===== src/core/flsg_pkg.sv =====
// Constants for the flash status and write guard host controller.
// Assumes a 40 MHz aclk and a parallel NOR flash on the far side.
package flsg_pkg;
  // ------------------------------------------------------------
  // Register map
  // ------------------------------------------------------------
  localparam logic [7:0] OFS_CTRL = 8'h00;
  localparam logic [7:0] OFS_ADDR = 8'h04;
  localparam logic [7:0] OFS_WDATA = 8'h08;
  localparam logic [7:0] OFS_RDATA = 8'h0C;
  localparam logic [7:0] OFS_STATUS = 8'h10;
  localparam logic [31:0] CTRL_RST = 32'h0000_0010;
  // ------------------------------------------------------------
  // Field positions
  // ------------------------------------------------------------
  localparam int CTRL_START = 0;
  localparam int CTRL_OP_LO = 1;
  localparam int CTRL_CMD = 3;
  localparam int CTRL_WORD = 4;
  localparam int CTRL_HOLD_RST = 5;
  localparam int ST_BUSY = 0;
  localparam int ST_DONE = 1;
  localparam int ST_PASS = 2;
  localparam int ST_FAIL = 3;
  localparam int ST_READY_PIN = 4;
  localparam int ST_TIMEOUT = 5;
  localparam int BIT_TIMEOUT = 5;
  localparam int BIT_TOGGLE_ONE = 6;
  localparam logic [1:0] OP_READ = 2'h0;
  localparam logic [1:0] OP_WRITE = 2'h1;
  localparam logic [1:0] OP_POLL = 2'h2;
  localparam logic [15:0] RESET_CMD = 16'h00F0;
  localparam logic [1:0] RESP_OKAY = 2'h0;
  localparam logic [1:0] RESP_SLVERR = 2'h2;
  // ------------------------------------------------------------
  // Timing
  // ------------------------------------------------------------
  localparam int CLK_NS = 25;
  localparam int T_RC_NS = 90;
  localparam int T_WP_NS = 35;
  localparam int T_WPH_NS = 30;
  localparam int T_OEPH_NS = 20;
  localparam int SYNC_CYC = 2;
  localparam logic [3:0] RD_CYC = 4'((T_RC_NS + CLK_NS - 1) / CLK_NS + SYNC_CYC);
  localparam logic [3:0] WP_CYC = 4'((T_WP_NS + CLK_NS - 1) / CLK_NS);
  localparam logic [3:0] WPH_CYC = 4'((T_WPH_NS + CLK_NS - 1) / CLK_NS);
  localparam logic [3:0] OEPH_CYC = 4'((T_OEPH_NS + CLK_NS - 1) / CLK_NS);
  // ------------------------------------------------------------
  // Sequencer states, Gray on the poll steps from SQ_RD1 through SQ_RST
  // ------------------------------------------------------------
  typedef enum logic [2:0] {
    SQ_IDLE = 3'h0,
    SQ_XFER = 3'h1,
    SQ_RD1 = 3'h3,
    SQ_RD2 = 3'h2,
    SQ_RD3 = 3'h6,
    SQ_RD4 = 3'h7,
    SQ_RST = 3'h5
  } flsg_seq_t;
  typedef enum logic [1:0] {
    BC_IDLE = 2'h0,
    BC_ACT = 2'h1,
    BC_REC = 2'h3
  } flsg_bc_t;
endpackage


===== src/core/flsg_bus_cycle.sv =====
// One asynchronous flash bus cycle: read, program-data write or command write.
// Assumes flash pins are resolved by the bench from the enable signals.
`timescale 1ns/1ps
`default_nettype none
module flsg_bus_cycle (
  // Clock and reset
  input wire logic aclk,
  input wire logic aresetn,
  // Request from sequencer
  input wire logic start,
  input wire logic wr,
  input wire logic cmd,
  input wire logic word_mode,
  input wire logic [20:0] addr,
  input wire logic [15:0] wdata,
  output logic [15:0] rdata,
  output logic done,
  // Flash pins
  output logic [19:0] fl_addr,
  input wire logic [15:0] fl_dq_in,
  output logic [15:0] fl_dq_out,
  output logic [15:0] fl_dq_oe_n,
  output logic fl_ce_n,
  output logic fl_oe_n,
  output logic fl_we_n
);
  flsg_pkg::flsg_bc_t st_ff, nxt_st;
  logic [3:0] cnt_ff, nxt_cnt;
  logic wr_ff, cmd_ff, word_ff;
  logic [15:0] dq_s1_ff, dq_s2_ff, rdata_ff;
  logic [15:0] drive_mask;
  logic cnt_end;
  // ------------------------------------------------------------
  // Phase sequencing
  // ------------------------------------------------------------
  assign cnt_end = (cnt_ff == 4'h1);
  always_comb begin
    nxt_st = st_ff;
    nxt_cnt = cnt_ff - 4'h1;
    unique case (st_ff)
      flsg_pkg::BC_IDLE: begin
        nxt_cnt = wr ? flsg_pkg::WP_CYC : flsg_pkg::RD_CYC;
        if (start) nxt_st = flsg_pkg::BC_ACT;
      end
      flsg_pkg::BC_ACT: if (cnt_end) begin
        nxt_st = flsg_pkg::BC_REC;
        nxt_cnt = wr_ff ? flsg_pkg::WPH_CYC : flsg_pkg::OEPH_CYC;
      end
      flsg_pkg::BC_REC: if (cnt_end) nxt_st = flsg_pkg::BC_IDLE;
      default: nxt_st = flsg_pkg::BC_IDLE;
    endcase
  end
  // Command bytes only on the low lane; byte mode frees 14:8, 15 carries addr lsb
  assign drive_mask = {~word_ff | (wr_ff & ~cmd_ff), {7{word_ff & wr_ff & ~cmd_ff}},
                       {8{wr_ff}}};
  always_ff @(posedge aclk) begin
    if (!aresetn) begin
      st_ff <= flsg_pkg::BC_IDLE;
      cnt_ff <= 4'h0;
      wr_ff <= 1'b0;
      cmd_ff <= 1'b0;
      word_ff <= 1'b1;
      fl_addr <= 20'h00000;
      fl_dq_out <= 16'h0000;
    end else begin
      st_ff <= nxt_st;
      cnt_ff <= nxt_cnt;
      if (st_ff == flsg_pkg::BC_IDLE && start) begin
        wr_ff <= wr;
        cmd_ff <= cmd;
        word_ff <= word_mode;
        fl_addr <= addr[20:1];
        fl_dq_out <= {word_mode ? (cmd ? 1'b0 : wdata[15]) : addr[0],
                      (cmd ? 7'h00 : wdata[14:8]), wdata[7:0]};
      end
    end
  end
  // ------------------------------------------------------------
  // Pin strobes: write needs ce and we low with oe high
  // ------------------------------------------------------------
  always_ff @(posedge aclk) begin
    if (!aresetn) begin
      fl_ce_n <= 1'b1;
      fl_oe_n <= 1'b1;
      fl_we_n <= 1'b1;
      fl_dq_oe_n <= 16'hFFFF;
    end else begin
      fl_ce_n <= (nxt_st != flsg_pkg::BC_ACT);
      fl_oe_n <= !(nxt_st == flsg_pkg::BC_ACT && !nxt_wr());
      fl_we_n <= !(nxt_st == flsg_pkg::BC_ACT && nxt_wr());
      fl_dq_oe_n <= (nxt_st == flsg_pkg::BC_ACT) ? ~nxt_mask() : 16'hFFFF;
    end
  end
  function automatic logic nxt_wr();
    return (st_ff == flsg_pkg::BC_IDLE) ? wr : wr_ff;
  endfunction
  function automatic logic [15:0] nxt_mask();
    logic w;
    logic c;
    logic m;
    w = nxt_wr();
    c = (st_ff == flsg_pkg::BC_IDLE) ? cmd : cmd_ff;
    m = (st_ff == flsg_pkg::BC_IDLE) ? word_mode : word_ff;
    return {~m | (w & ~c), {7{m & w & ~c}}, {8{w}}};
  endfunction
  // ------------------------------------------------------------
  // Read capture through a two-stage synchroniser
  // ------------------------------------------------------------
  always_ff @(posedge aclk) begin
    if (!aresetn) begin
      dq_s1_ff <= 16'h0000;
      dq_s2_ff <= 16'h0000;
      rdata_ff <= 16'h0000;
    end else begin
      dq_s1_ff <= fl_dq_in;
      dq_s2_ff <= dq_s1_ff;
      if (st_ff == flsg_pkg::BC_ACT && cnt_end && !wr_ff)
        rdata_ff <= word_ff ? dq_s2_ff : {8'h00, dq_s2_ff[7:0]};
    end
  end
  assign rdata = rdata_ff;
  assign done = (st_ff == flsg_pkg::BC_REC) && cnt_end;
endmodule
`default_nettype wire


===== src/core/flsg_host.sv =====
// Host controller: AXI4-Lite registers, flash bus cycles and toggle-bit polling.
// Assumes one parallel NOR flash whose ready/busy line has an external pull-up.
`timescale 1ns/1ps
`default_nettype none
module flsg_host (
  // Clock and reset
  input wire logic aclk,
  input wire logic aresetn,
  // AXI4-Lite write channels
  input wire logic [7:0] s_axi_awaddr,
  input wire logic s_axi_awvalid,
  output logic s_axi_awready,
  input wire logic [31:0] s_axi_wdata,
  input wire logic [3:0] s_axi_wstrb,
  input wire logic s_axi_wvalid,
  output logic s_axi_wready,
  output logic [1:0] s_axi_bresp,
  output logic s_axi_bvalid,
  input wire logic s_axi_bready,
  // AXI4-Lite read channels
  input wire logic [7:0] s_axi_araddr,
  input wire logic s_axi_arvalid,
  output logic s_axi_arready,
  output logic [31:0] s_axi_rdata,
  output logic [1:0] s_axi_rresp,
  output logic s_axi_rvalid,
  input wire logic s_axi_rready,
  // Flash pins
  output logic [19:0] fl_addr,
  input wire logic [15:0] fl_dq_in,
  output logic [15:0] fl_dq_out,
  output logic [15:0] fl_dq_oe_n,
  output logic fl_ce_n,
  output logic fl_oe_n,
  output logic fl_we_n,
  output logic fl_word_mode,
  output logic fl_reset_n,
  input wire logic ready_busy_in
);
  logic aw_got_ff, w_got_ff;
  logic [7:0] awaddr_ff;
  logic [31:0] wdata_ff;
  logic [3:0] wstrb_ff;
  logic [31:0] ctrl_ff, addr_ff, wreg_ff;
  logic [15:0] rdata_ff;
  logic done_ff, pass_ff, fail_ff, tmo_ff, first_ff;
  logic rb_s1_ff, rb_s2_ff;
  logic wr_fire, start_req, eng_done, eng_start_ff, toggling, equal_ok;
  logic wr_hit, rd_hit;
  logic [31:0] rd_mux, status_w;
  logic [15:0] eng_rdata;
  flsg_pkg::flsg_seq_t st_ff, nxt_st;
  // ------------------------------------------------------------
  // AXI4-Lite slave
  // ------------------------------------------------------------
  function automatic logic mapped(input logic [7:0] a);
    return a == flsg_pkg::OFS_CTRL || a == flsg_pkg::OFS_ADDR || a == flsg_pkg::OFS_WDATA
        || a == flsg_pkg::OFS_RDATA || a == flsg_pkg::OFS_STATUS;
  endfunction
  function automatic logic [31:0] merge(input logic [31:0] o, input logic [31:0] n,
                                        input logic [3:0] s);
    return {s[3] ? n[31:24] : o[31:24], s[2] ? n[23:16] : o[23:16],
            s[1] ? n[15:8] : o[15:8], s[0] ? n[7:0] : o[7:0]};
  endfunction
  assign s_axi_awready = !aw_got_ff && !s_axi_bvalid;
  assign s_axi_wready = !w_got_ff && !s_axi_bvalid;
  assign s_axi_arready = !s_axi_rvalid;
  assign wr_fire = aw_got_ff && w_got_ff;
  assign wr_hit = mapped(awaddr_ff);
  assign rd_hit = mapped(s_axi_araddr);
  assign start_req = wr_fire && awaddr_ff == flsg_pkg::OFS_CTRL && wstrb_ff[0]
                     && wdata_ff[flsg_pkg::CTRL_START] && st_ff == flsg_pkg::SQ_IDLE;
  assign status_w = {26'h0, tmo_ff, rb_s2_ff, fail_ff, pass_ff, done_ff,
                     st_ff != flsg_pkg::SQ_IDLE};
  assign rd_mux = (s_axi_araddr == flsg_pkg::OFS_CTRL) ? ctrl_ff :
                  (s_axi_araddr == flsg_pkg::OFS_ADDR) ? addr_ff :
                  (s_axi_araddr == flsg_pkg::OFS_WDATA) ? wreg_ff :
                  (s_axi_araddr == flsg_pkg::OFS_RDATA) ? {16'h0000, rdata_ff} : status_w;
  always_ff @(posedge aclk) begin
    if (!aresetn) begin
      aw_got_ff <= 1'b0;
      w_got_ff <= 1'b0;
      awaddr_ff <= 8'h00;
      wdata_ff <= 32'h0000_0000;
      wstrb_ff <= 4'h0;
      s_axi_bvalid <= 1'b0;
      s_axi_bresp <= flsg_pkg::RESP_OKAY;
      s_axi_rvalid <= 1'b0;
      s_axi_rresp <= flsg_pkg::RESP_OKAY;
      s_axi_rdata <= 32'h0000_0000;
    end else begin
      if (s_axi_awvalid && s_axi_awready) begin
        aw_got_ff <= 1'b1;
        awaddr_ff <= s_axi_awaddr;
      end
      if (s_axi_wvalid && s_axi_wready) begin
        w_got_ff <= 1'b1;
        wdata_ff <= s_axi_wdata;
        wstrb_ff <= s_axi_wstrb;
      end
      if (wr_fire) begin
        aw_got_ff <= 1'b0;
        w_got_ff <= 1'b0;
        s_axi_bvalid <= 1'b1;
        s_axi_bresp <= wr_hit ? flsg_pkg::RESP_OKAY : flsg_pkg::RESP_SLVERR;
      end else if (s_axi_bready) begin
        s_axi_bvalid <= 1'b0;
      end
      if (s_axi_arvalid && s_axi_arready) begin
        s_axi_rvalid <= 1'b1;
        s_axi_rdata <= rd_hit ? rd_mux : 32'h0000_0000;
        s_axi_rresp <= rd_hit ? flsg_pkg::RESP_OKAY : flsg_pkg::RESP_SLVERR;
      end else if (s_axi_rready) begin
        s_axi_rvalid <= 1'b0;
      end
    end
  end
  // ------------------------------------------------------------
  // Control registers; settings frozen while a job runs
  // ------------------------------------------------------------
  always_ff @(posedge aclk) begin
    if (!aresetn) begin
      ctrl_ff <= flsg_pkg::CTRL_RST;
      addr_ff <= 32'h0000_0000;
      wreg_ff <= 32'h0000_0000;
      rb_s1_ff <= 1'b1;
      rb_s2_ff <= 1'b1;
    end else begin
      rb_s1_ff <= ready_busy_in;
      rb_s2_ff <= rb_s1_ff;
      if (wr_fire && st_ff == flsg_pkg::SQ_IDLE) begin
        if (awaddr_ff == flsg_pkg::OFS_CTRL)
          ctrl_ff <= merge(ctrl_ff, wdata_ff, wstrb_ff) & 32'h0000_003E;
        if (awaddr_ff == flsg_pkg::OFS_ADDR) addr_ff <= merge(addr_ff, wdata_ff, wstrb_ff);
        if (awaddr_ff == flsg_pkg::OFS_WDATA) wreg_ff <= merge(wreg_ff, wdata_ff, wstrb_ff);
      end
    end
  end
  assign fl_word_mode = ctrl_ff[flsg_pkg::CTRL_WORD];
  assign fl_reset_n = !ctrl_ff[flsg_pkg::CTRL_HOLD_RST];
  // ------------------------------------------------------------
  // Toggle-bit polling sequencer
  // ------------------------------------------------------------
  assign toggling = eng_rdata[flsg_pkg::BIT_TOGGLE_ONE] != first_ff;
  assign equal_ok = eng_done && !toggling;
  always_comb begin
    nxt_st = st_ff;
    unique case (st_ff)
      flsg_pkg::SQ_IDLE: if (start_req) begin
        nxt_st = (wdata_ff[2:1] == flsg_pkg::OP_POLL) ? flsg_pkg::SQ_RD1 : flsg_pkg::SQ_XFER;
      end
      flsg_pkg::SQ_XFER: if (eng_done) nxt_st = flsg_pkg::SQ_IDLE;
      flsg_pkg::SQ_RD1: if (eng_done) nxt_st = flsg_pkg::SQ_RD2;
      flsg_pkg::SQ_RD2: if (eng_done) begin
        if (!toggling) nxt_st = flsg_pkg::SQ_IDLE;
        else if (eng_rdata[flsg_pkg::BIT_TIMEOUT]) nxt_st = flsg_pkg::SQ_RD3;
        else nxt_st = flsg_pkg::SQ_RD1;
      end
      flsg_pkg::SQ_RD3: if (eng_done) nxt_st = flsg_pkg::SQ_RD4;
      flsg_pkg::SQ_RD4: if (eng_done) begin
        nxt_st = toggling ? flsg_pkg::SQ_RST : flsg_pkg::SQ_IDLE;
      end
      flsg_pkg::SQ_RST: if (eng_done) nxt_st = flsg_pkg::SQ_IDLE;
      default: nxt_st = flsg_pkg::SQ_IDLE;
    endcase
  end
  always_ff @(posedge aclk) begin
    if (!aresetn) begin
      st_ff <= flsg_pkg::SQ_IDLE;
      eng_start_ff <= 1'b0;
      first_ff <= 1'b0;
      rdata_ff <= 16'h0000;
      done_ff <= 1'b0;
      pass_ff <= 1'b0;
      fail_ff <= 1'b0;
      tmo_ff <= 1'b0;
    end else begin
      st_ff <= nxt_st;
      eng_start_ff <= (nxt_st != flsg_pkg::SQ_IDLE) && (nxt_st != st_ff || eng_done);
      if (eng_done) rdata_ff <= eng_rdata;
      if (eng_done && (st_ff == flsg_pkg::SQ_RD1 || st_ff == flsg_pkg::SQ_RD3))
        first_ff <= eng_rdata[flsg_pkg::BIT_TOGGLE_ONE];
      if (start_req) begin
        done_ff <= 1'b0;
        pass_ff <= 1'b0;
        fail_ff <= 1'b0;
        tmo_ff <= 1'b0;
      end
      if (eng_done && st_ff == flsg_pkg::SQ_RD2 && toggling)
        tmo_ff <= eng_rdata[flsg_pkg::BIT_TIMEOUT];
      if ((st_ff == flsg_pkg::SQ_RD2 || st_ff == flsg_pkg::SQ_RD4) && equal_ok)
        pass_ff <= 1'b1;
      if (st_ff == flsg_pkg::SQ_RD4 && eng_done && toggling) fail_ff <= 1'b1;
      if (nxt_st == flsg_pkg::SQ_IDLE && st_ff != flsg_pkg::SQ_IDLE) done_ff <= 1'b1;
    end
  end
  flsg_bus_cycle u_cyc (
    .aclk(aclk),
    .aresetn(aresetn),
    .start(eng_start_ff),
    .wr(st_ff == flsg_pkg::SQ_RST || (st_ff == flsg_pkg::SQ_XFER && ctrl_ff[2:1] == flsg_pkg::OP_WRITE)),
    .cmd(st_ff == flsg_pkg::SQ_RST || ctrl_ff[flsg_pkg::CTRL_CMD]),
    .word_mode(ctrl_ff[flsg_pkg::CTRL_WORD]),
    .addr(addr_ff[20:0]),
    .wdata(st_ff == flsg_pkg::SQ_RST ? flsg_pkg::RESET_CMD : wreg_ff[15:0]),
    .rdata(eng_rdata),
    .done(eng_done),
    .fl_addr(fl_addr),
    .fl_dq_in(fl_dq_in),
    .fl_dq_out(fl_dq_out),
    .fl_dq_oe_n(fl_dq_oe_n),
    .fl_ce_n(fl_ce_n),
    .fl_oe_n(fl_oe_n),
    .fl_we_n(fl_we_n)
  );
endmodule
`default_nettype wire


===== config.mk =====
export PLATFORM = sky130hd
export DESIGN_NAME = flsg_host
export DESIGN_NICKNAME = d
export VERILOG_FILES = /design/src/core/flsg_pkg.sv /design/src/core/flsg_bus_cycle.sv /design/src/core/flsg_host.sv
export SDC_FILE = /design/constraint.sdc
export NUM_CORES = 1
export LEC_CHECK = 0
export BUFFER_PORTS_ARGS = -buffer_cell sky130_fd_sc_hd__buf_2
export CAP_MARGIN = 10
export CORE_MARGIN = 2
export CORE_UTILIZATION = 55
export CTS_BUF_LIST = sky130_fd_sc_hd__clkbuf_4
export DETAILED_ROUTE_END_ITERATION = 6
export PLACE_DENSITY = 0.78
export SYNTH_ARGS = -nofsm -noshare
export SYNTH_HDL_FRONTEND = slang
export SYNTH_SLANG_ARGS = --single-unit
export TNS_END_PERCENT = 50

===== constraint.sdc =====
create_clock -name aclk -period 2.47 [get_ports aclk]
set_clock_uncertainty 0.1 [all_clocks]
set_input_delay 0.3705 -clock aclk [delete_from_list [all_inputs] [get_ports aclk]]
set_output_delay 0.3705 -clock aclk [all_outputs]
set_load 0.03 [all_outputs]

==> impl_metrics.py, run 1 <==
metrics = {
    "outcome": {
        "status": "finished clean",
    },
    "finish": {
        "drive_gt1_share_pct": 22.07,
        "nFillCells": 1559,
        "nets": 1520,
        "multi_input_area_um2": 4853,
        "area_growth_pct": 22.74,
        "final_core_util_pct": 68.59,
        "final_area_um2": 13310,
        "register_area_um2": 5545,
    },
    "timing": {
        "timing.final.ws_setup_ns": 0.1874,
        "maxSlewViolCount": 0,
        "period_needed_ns": 2.283,
        "max_freq_mhz": 438.1,
        "tightest_slew_ns": 0.5864,
        "fin_crit_sh_pct": 92.41,
        "slew_headroom_pct": 60.81,
        "setup_viol": 0,
        "grt_setup_unrepaired": "false",
        "hold_viol": 0,
        "whs_ns": 0.05173,
        "setup_tns_ns": 0,
    },
    "placement": {
        "gp_congestion": 0.9112,
        "dpl-instance-area_um2": 11880,
        "place_hpwl_um": 17460,
        "dp_slack_ns": 0.05590,
        "portBuffers": 171,
    },
    "global_route": {
        "grt_pass1_vias": 9012,
        "grt_pass1_wl_um": 43170,
        "grt_max_degree": 92,
        "overflow": 0,
        "grt.total_usage_pct": 26.07,
        "antenna_found_initial": 2,
    },
    "yosys": {
        "async_reset_ff_share_pct": 0,
        "synth_top_area_share_pct": 51.15,
        "ys_ff_latch": 277,
        "synth_area_um2": 10840,
        "synth_area_leader_cell": "dfxtp_1",
        "synthFlopType": "dfxtp_1",
        "synth_cell_types": 53,
        "synth_edf_count": 0,
        "avgSynthCellArea_um2": 9.064,
        "synth_area_leaders": "dfxtp_1 51%, nand2_1 9.7%, a21boi_0 8.7%",
        "synthCells": 1196,
        "yosys_warnings": 0,
        "yosysSeqAreaShare_pct": 51.15,
    },
    "die": {
        "rows": 51,
        "core-area_um2": 19400,
        "die_area_um2": 20850,
        "start_util_pct": 55.88,
        "die_w_um": 144.4,
        "pin_count": 174,
        "die_height_um": 144.4,
    },
    "clocking": {
        "cts_root_buffer": "clkbuf_4",
        "ctsHtreeMaxLevel": 3,
        "clk_path_buf_depth": 3,
        "cts_tree": "built",
        "cts_sinks": 277,
        "insertion_delay_ns": 0.66,
        "cts_inserted_buffers": 70,
        "clkTransAtPathRegs_ns": 0.07,
    },
    "detailed_routing": {
        "dr.first_iter.drc_count": 445,
        "antenna_left": 0,
        "vias": 9189,
        "wirelength_um": 26750,
        "vias_per_cell": 5.263,
        "drc": 0,
        "firstDrtPassIters": 5,
        "wl_per_cell_um": 15.32,
    },
    "setup_path": {
        "arrival_ns": 2.77,
        "crit_path_end_kind": "register",
        "path_class": "register to register",
        "startpoint_type": "register",
        "critical_path.startpoint": "st_ff[2]",
        "worst-path-buf-inv": 1,
        "crit_family": "simple AND/OR/NAND/NOR gates",
        "r2r-start": "st_ff[2]",
        "reg2reg_slack_ns": 0.19,
        "cp.required_ns": 2.95,
        "crit_chain": "or3_1, nor4_1, buf_4, and2_1, nand2_1, a21boi_0",
        "critical_path.max_fanout": 11,
        "crit_path_top_delay_cell": "or3_1",
        "critical-path-max-stage-delay_ns": 0.52,
    },
    "pwr": {
        "vdd_drop_max_mv": 0.3571,
        "powerDensity_nw_per_um2": 644.4,
        "p_leak_nw": 5.541,
    },
    "run": {
        "cap_violations": 0,
    },
    "min_path": {
        "holdCritStartpoint": "aresetn",
        "holdCritPathClass": "input port to register",
    },
}
power breakdown:
group	leakage, nW	switching, mW	internal [mW]
registers	2.25	0.0618	4.55
clock network	0.472	1.69	1.77
logic	2.82	0.262	0.241
cells by family after synthesis:
group | synth area share [%]
AO/OA/AOI/OAI | 16.30
other | 0.03459
buffers and inverters | 4.109
AND/OR/NAND/NOR | 21.75
multiplexers | 5.944
flip-flops | 51.15
XOR/XNOR | 0.4848
adder cells (fa/ha/maj) | 0.2308
cell type report:
type | count | area share (%)
Antenna cell | 4 | 0.07523
Inverter | 11 | 0.3103
Multi-Input combinational cell | 819 | 36.48
Timing Repair Buffer | 263 | 13.24
Sequential cell | 277 | 41.68
Clock inverter | 11 | 0.3103
Tap cell | 265 | 2.492
Clock buffer | 96 | 5.417
routing by layer:
layer | routed length (µm) | part of all wire, % | up-vias | GRT usage, %
li1 | - | - | 4526 | -
met1 | 11600 | 43 | 4289 | 32.70
met2 | 12610 | 47 | 318 | 42.73
met3 | 1835 | 6.9 | 56 | 6.689
met4 | 699 | 2.6 | 0 | 10.99
met5 | 0 | 0 | - | 0
cells in the mapped netlist (4+ instances only):
library cell and count:
nand2_1 281, dfxtp_1 277, a21boi_0 125, clkbuf_1 69, nor2b_1 67, mux2i_1 52, and2_1 43, o21ai_0 42
nor2_1 33, a22oi_1 30, nand3_1 24, buf_4 17, nand2b_1 13, inv_1 11, mux2_2 11, a22o_1 10
a21oi_1 8, nand3_2 7, nor3_1 5, nor4_1 4, o221a_2 4, o31ai_1 4, or3_1 4, xnor2_1 4
state kept, by name, summed over array words and instances (netlist names), 20 cells and up:
| name | cells |
|---|---|
| wreg_ff | 32 |
| addr_ff | 32 |
| wdata_ff | 32 |
| u_cyc.fl_addr | 20 |
| s_axi_rdata | 32 |
placed cells by master, fill, tap and decap left out, types with 3 or more instances in the layout:
cell type,n
nand3_1,24
a221oi_1,3
mux2i_1,52
o221a_2,4
xnor2_1,4
and2_1,43
clkinv_1,6
inv_2,5
and3_1,3
a211oi_1,3
buf_12,4
o211ai_1,3
a22o_1,10
buf_2,170
nand2b_1,13
nand3_2,7
o31ai_1,4
dfxtp_1,277
diode_2,4
a22oi_1,30
nor2_1,33
or3_1,4
nor2b_1,67
mux2_2,11
dlygate4sd3_1,65
nor3_1,5
a21oi_1,8
nand2_1,281
buf_4,24
o21ai_0,42
a21boi_0,125
clkbuf_4,96
nor4_1,4
inv_1,11
stage by stage:
stage	instances	total power [mW]
5_1_grt	1745	8.963
3_3_place_gp	1570	5.117
2_1_floorplan	1197	4.971
4_1_cts	1742	8.650
3_5_place_dp	1570	5.126
6_report	1746	8.575
path summary, 6_finish.rpt:
kind / end / cells past startpoint
max: wreg_ff[1] / 6
max reg2reg: wreg_ff[1] / 6
min reg2reg: rb_s2_ff / 1
min: s_axi_bvalid / 2
repair_timing:
action                                  CTS  global route
setup buffers                             0             0
hold endpoints to repair                 63             0
resized for setup                         0             0
hold buffers                             65             0
endpoints found under the setup margin    0             0
Note: power is estimated with default switching activity, not from simulation.
==> run 2: changes to the inputs <==
--- a/config.mk
+++ b/config.mk
@@ -5,6 +5,7 @@
 export SDC_FILE = /design/constraint.sdc
 export NUM_CORES = 1
 export LEC_CHECK = 0
+export ABC_AREA = 1
 export BUFFER_PORTS_ARGS = -buffer_cell sky130_fd_sc_hd__buf_2
 export CAP_MARGIN = 10
 export CORE_MARGIN = 2
@@ -14,5 +15,6 @@
 export PLACE_DENSITY = 0.78
 export SYNTH_ARGS = -nofsm -noshare
 export SYNTH_HDL_FRONTEND = slang
+export SYNTH_HIERARCHICAL = 1
 export SYNTH_SLANG_ARGS = --single-unit
 export TNS_END_PERCENT = 50
==> run 2 against run 1 <==
  * Global-route usage up 1.0 points
  * Synthesized cell count is 28% higher
  * Final area grew 0.37%
  * Final cell count up 19%
  * Combinational power grew 20%
  * Synthesized area up 1.5%
  * Register-to-register slack better by 0.07 ns
  * Highest routed layer unchanged
  * Critical path type unchanged
  * Power is 2.6% higher
  * First-iteration DRC count rose by 61%
  * Sequential share of layout area decreased by 0.15 points
==> impl_metrics.py, run 2 <==
metrics = {
    "finish": {
        "mostFrequentLayoutCells": "320 x nand2_1, 301 x nor2_1, 277 x dfxtp_1",
        "area_growth_pct": 21.38,
        "final_common_cell": "nand2_1",
        "nets": 1847,
        "final_core_util_pct": 68.39,
        "drive_gt1_share_pct": 17.98,
    },
    "global_route": {
        "busiest_layer": "met2",
        "grtUsageMet3_pct": 5.580,
        "grt_pass1_wl_um": 47310,
        "use_met2_pct": 46.59,
        "grt_pass1_vias": 10116,
        "use_met1_pct": 32.58,
        "grt.total_usage_pct": 27.10,
        "antenna_found_initial": 1,
        "overflow": 0,
        "grt_max_degree": 86,
    },
    "die": {
        "die_height_um": 145.4,
        "start_util_pct": 56.34,
        "rows": 51,
        "die_area_um2": 21150,
        "pin_count": 174,
        "core-area_um2": 19530,
        "die_w_um": 145.4,
    },
    "min_path": {
        "holdCritPathClass": "input port to register",
    },
    "detailed_routing": {
        "antenna_left": 0,
        "firstDrtPassIters": 7,
        "vias_per_cell": 5.050,
        "wl_per_cell_um": 14.03,
        "vias": 10478,
        "drc": 0,
        "dr.first_iter.drc_count": 716,
        "wirelength_um": 29120,
    },
    "pwr": {
        "p_int_mw": 6.610,
        "powerDensity_nw_per_um2": 658.7,
        "net-switching-power_mw": 2.187,
        "p_leak_nw": 6.346,
        "vdd_drop_max_mv": 0.4014,
        "sw_frac_of_total_pct": 24.86,
        "clkPwrFrac_pct": 40.3,
        "combPwrFrac_pct": 6.8,
        "power_mw": 8.797,
        "seqPwrFrac_pct": 52.8,
    },
    "run": {
        "cap_violations": 0,
    },
    "yosys": {
        "synth_area_um2": 11000,
        "yosysMostFrequentCell": "nand2_1",
        "async_reset_ff_share_pct": 0,
        "avgSynthCellArea_um2": 7.210,
        "synth.top_cells.by_count": "320 x nand2_1, 301 x nor2_1, 277 x dfxtp_1",
        "synth_mux_area_share_pct": 0,
        "synth_top_family_by_area": "simple AND/OR/NAND/NOR gates",
        "synth_compound_area_share_pct": 13.34,
        "synthFlopType": "dfxtp_1",
        "yosysSeqAreaShare_pct": 50.40,
        "synthAdderAreaFrac_pct": 0.2275,
        "ys_ff_latch": 277,
        "yosys_warnings": 6,
        "yosys.area_share.simple_pct": 25.94,
        "synth_area_leader_cell": "dfxtp_1",
        "synth_edf_count": 0,
        "synth_cell_types": 37,
        "synth_top_area_share_pct": 50.40,
        "synthCells": 1526,
        "synth_area_leaders": "dfxtp_1 50%, nand2_1 11%, nor2_1 10%",
        "synth-xor-area-share_pct": 0.1592,
    },
    "setup_path": {
        "path_class": "register to register",
        "startpoint_type": "register",
        "cp.required_ns": 2.90,
        "arrival_ns": 2.63,
        "crit_path_end_kind": "register",
        "critical_path.max_fanout": 16,
    },
    "clocking": {
        "cts_inserted_buffers": 71,
        "cts_sinks": 277,
        "clk_path_buf_depth": 3,
        "ctsHtreeMaxLevel": 3,
        "clkTransAtPathRegs_ns": 0.07,
        "cts_tree": "built",
        "insertion_delay_ns": 0.67,
        "cts_root_buffer": "clkbuf_4",
    },
    "placement": {
        "place_hpwl_um": 19260,
        "gp_congestion": 0.8909,
        "dp_slack_ns": 0.3222,
        "portBuffers": 171,
    },
    "timing": {
        "slew_headroom_pct": 28.51,
        "setup_viol": 0,
        "max_freq_mhz": 452.8,
        "whs_ns": 0.1307,
        "tightest_slew_ns": 1.071,
        "fin_crit_sh_pct": 89.42,
        "grt_setup_unrepaired": "false",
        "timing.final.ws_setup_ns": 0.2613,
        "setup_tns_ns": 0,
        "maxSlewViolCount": 0,
        "hold_viol": 0,
        "period_needed_ns": 2.209,
    },
    "outcome": {
        "status": "finished clean",
    },
}
[run 2: cell count changes in the layout (fill, tap and decap cells not counted), sizes merged, moves of 13 or more]
cell    delta
nand2b    -13
a22oi     -30
a21boi   -125
and2      -43
nor2     +279
inv      +161
o21ai    +130
nor2b     -67
nand2     +45
mux2i     -52
a21oi     +91
[run 2: routing by layer]
metal  up-vias  part of all wire [%]
met5         -                     0
met4         0                   2.9
met3        68                   7.1
met2       391                    49
met1      4743                    41
li1       5276                     -
[run 2: power groups by stage]
stage / combinational, mW / sequential, mW / clock [mW]
5_1_grt: 0.674 / 4.65 / 3.86
4_1_cts: 0.588 / 4.65 / 3.60
3_5_place_dp: 0.504 / 4.74 / 0
2_1_floorplan: 0.334 / 4.73 / 0
3_3_place_gp: 0.493 / 4.74 / 0
6_report: 0.602 / 4.65 / 3.55
[run 2: kinds of logic after synthesis]
| logic type | count (synthesis) |
|---|---|
| other | 1 |
| DFF | 277 |
| adders and majority gates | 2 |
| buffers and inverters | 259 |
| and+or+nand+nor | 700 |
| xor gates and xnor gates | 2 |
| AOI/OAI and AO/OA | 285 |
[run 2: path summary, 6_finish.rpt]
check | from | endpoint | slack (ns) | cells past startpoint
setup / recovery | st_ff[0] | u_cyc/fl_dq_oe_n[14] | 0.26 | 9
hold reg to reg | rb_s1_ff | rb_s2_ff | 0.31 | 1
hold / removal | s_axi_awvalid | awaddr_ff[2] | 0.13 | 3
setup reg to reg | st_ff[0] | u_cyc/fl_dq_oe_n[14] | 0.26 | 9
[run 2: metrics by stage]
stage	instances	cell area, µm²
floorplan	1527	11010
global placement	1895	11900
detailed placement	1895	11900
CTS	2073	13350
global route	2075	13350
finish	2075	13350
[run 2: repair_timing]
action | in CTS | in global routing
hold buffers | 66 | 0
gates resized for setup | 0 | 0
hold endpoints to repair | 78 | 0
setup buffers | 0 | 0
[run 2: cell type report]
type                    instances  area [µm²]
fillers                      1692        6172
inverters                     174       655.6
well taps                     265       331.6
clock inverters                15       57.56
diodes                          2       5.005
flip-flops and latches        277        5545
clock buffers                  97       728.2
repair buffers                254        1659
multi-input cells             991        4372
[run 2: worst max-delay path: stages, from the launching register on]
cell     delay [ns]
dfxtp_1        0.43
nand2_1        0.12
nor2_1         0.20
inv_1          0.29
o31ai_1        0.26
nor2_1         0.14
nor2_1         0.28
nand2_1        0.08
nor2_1         0.09
nand2_1        0.05
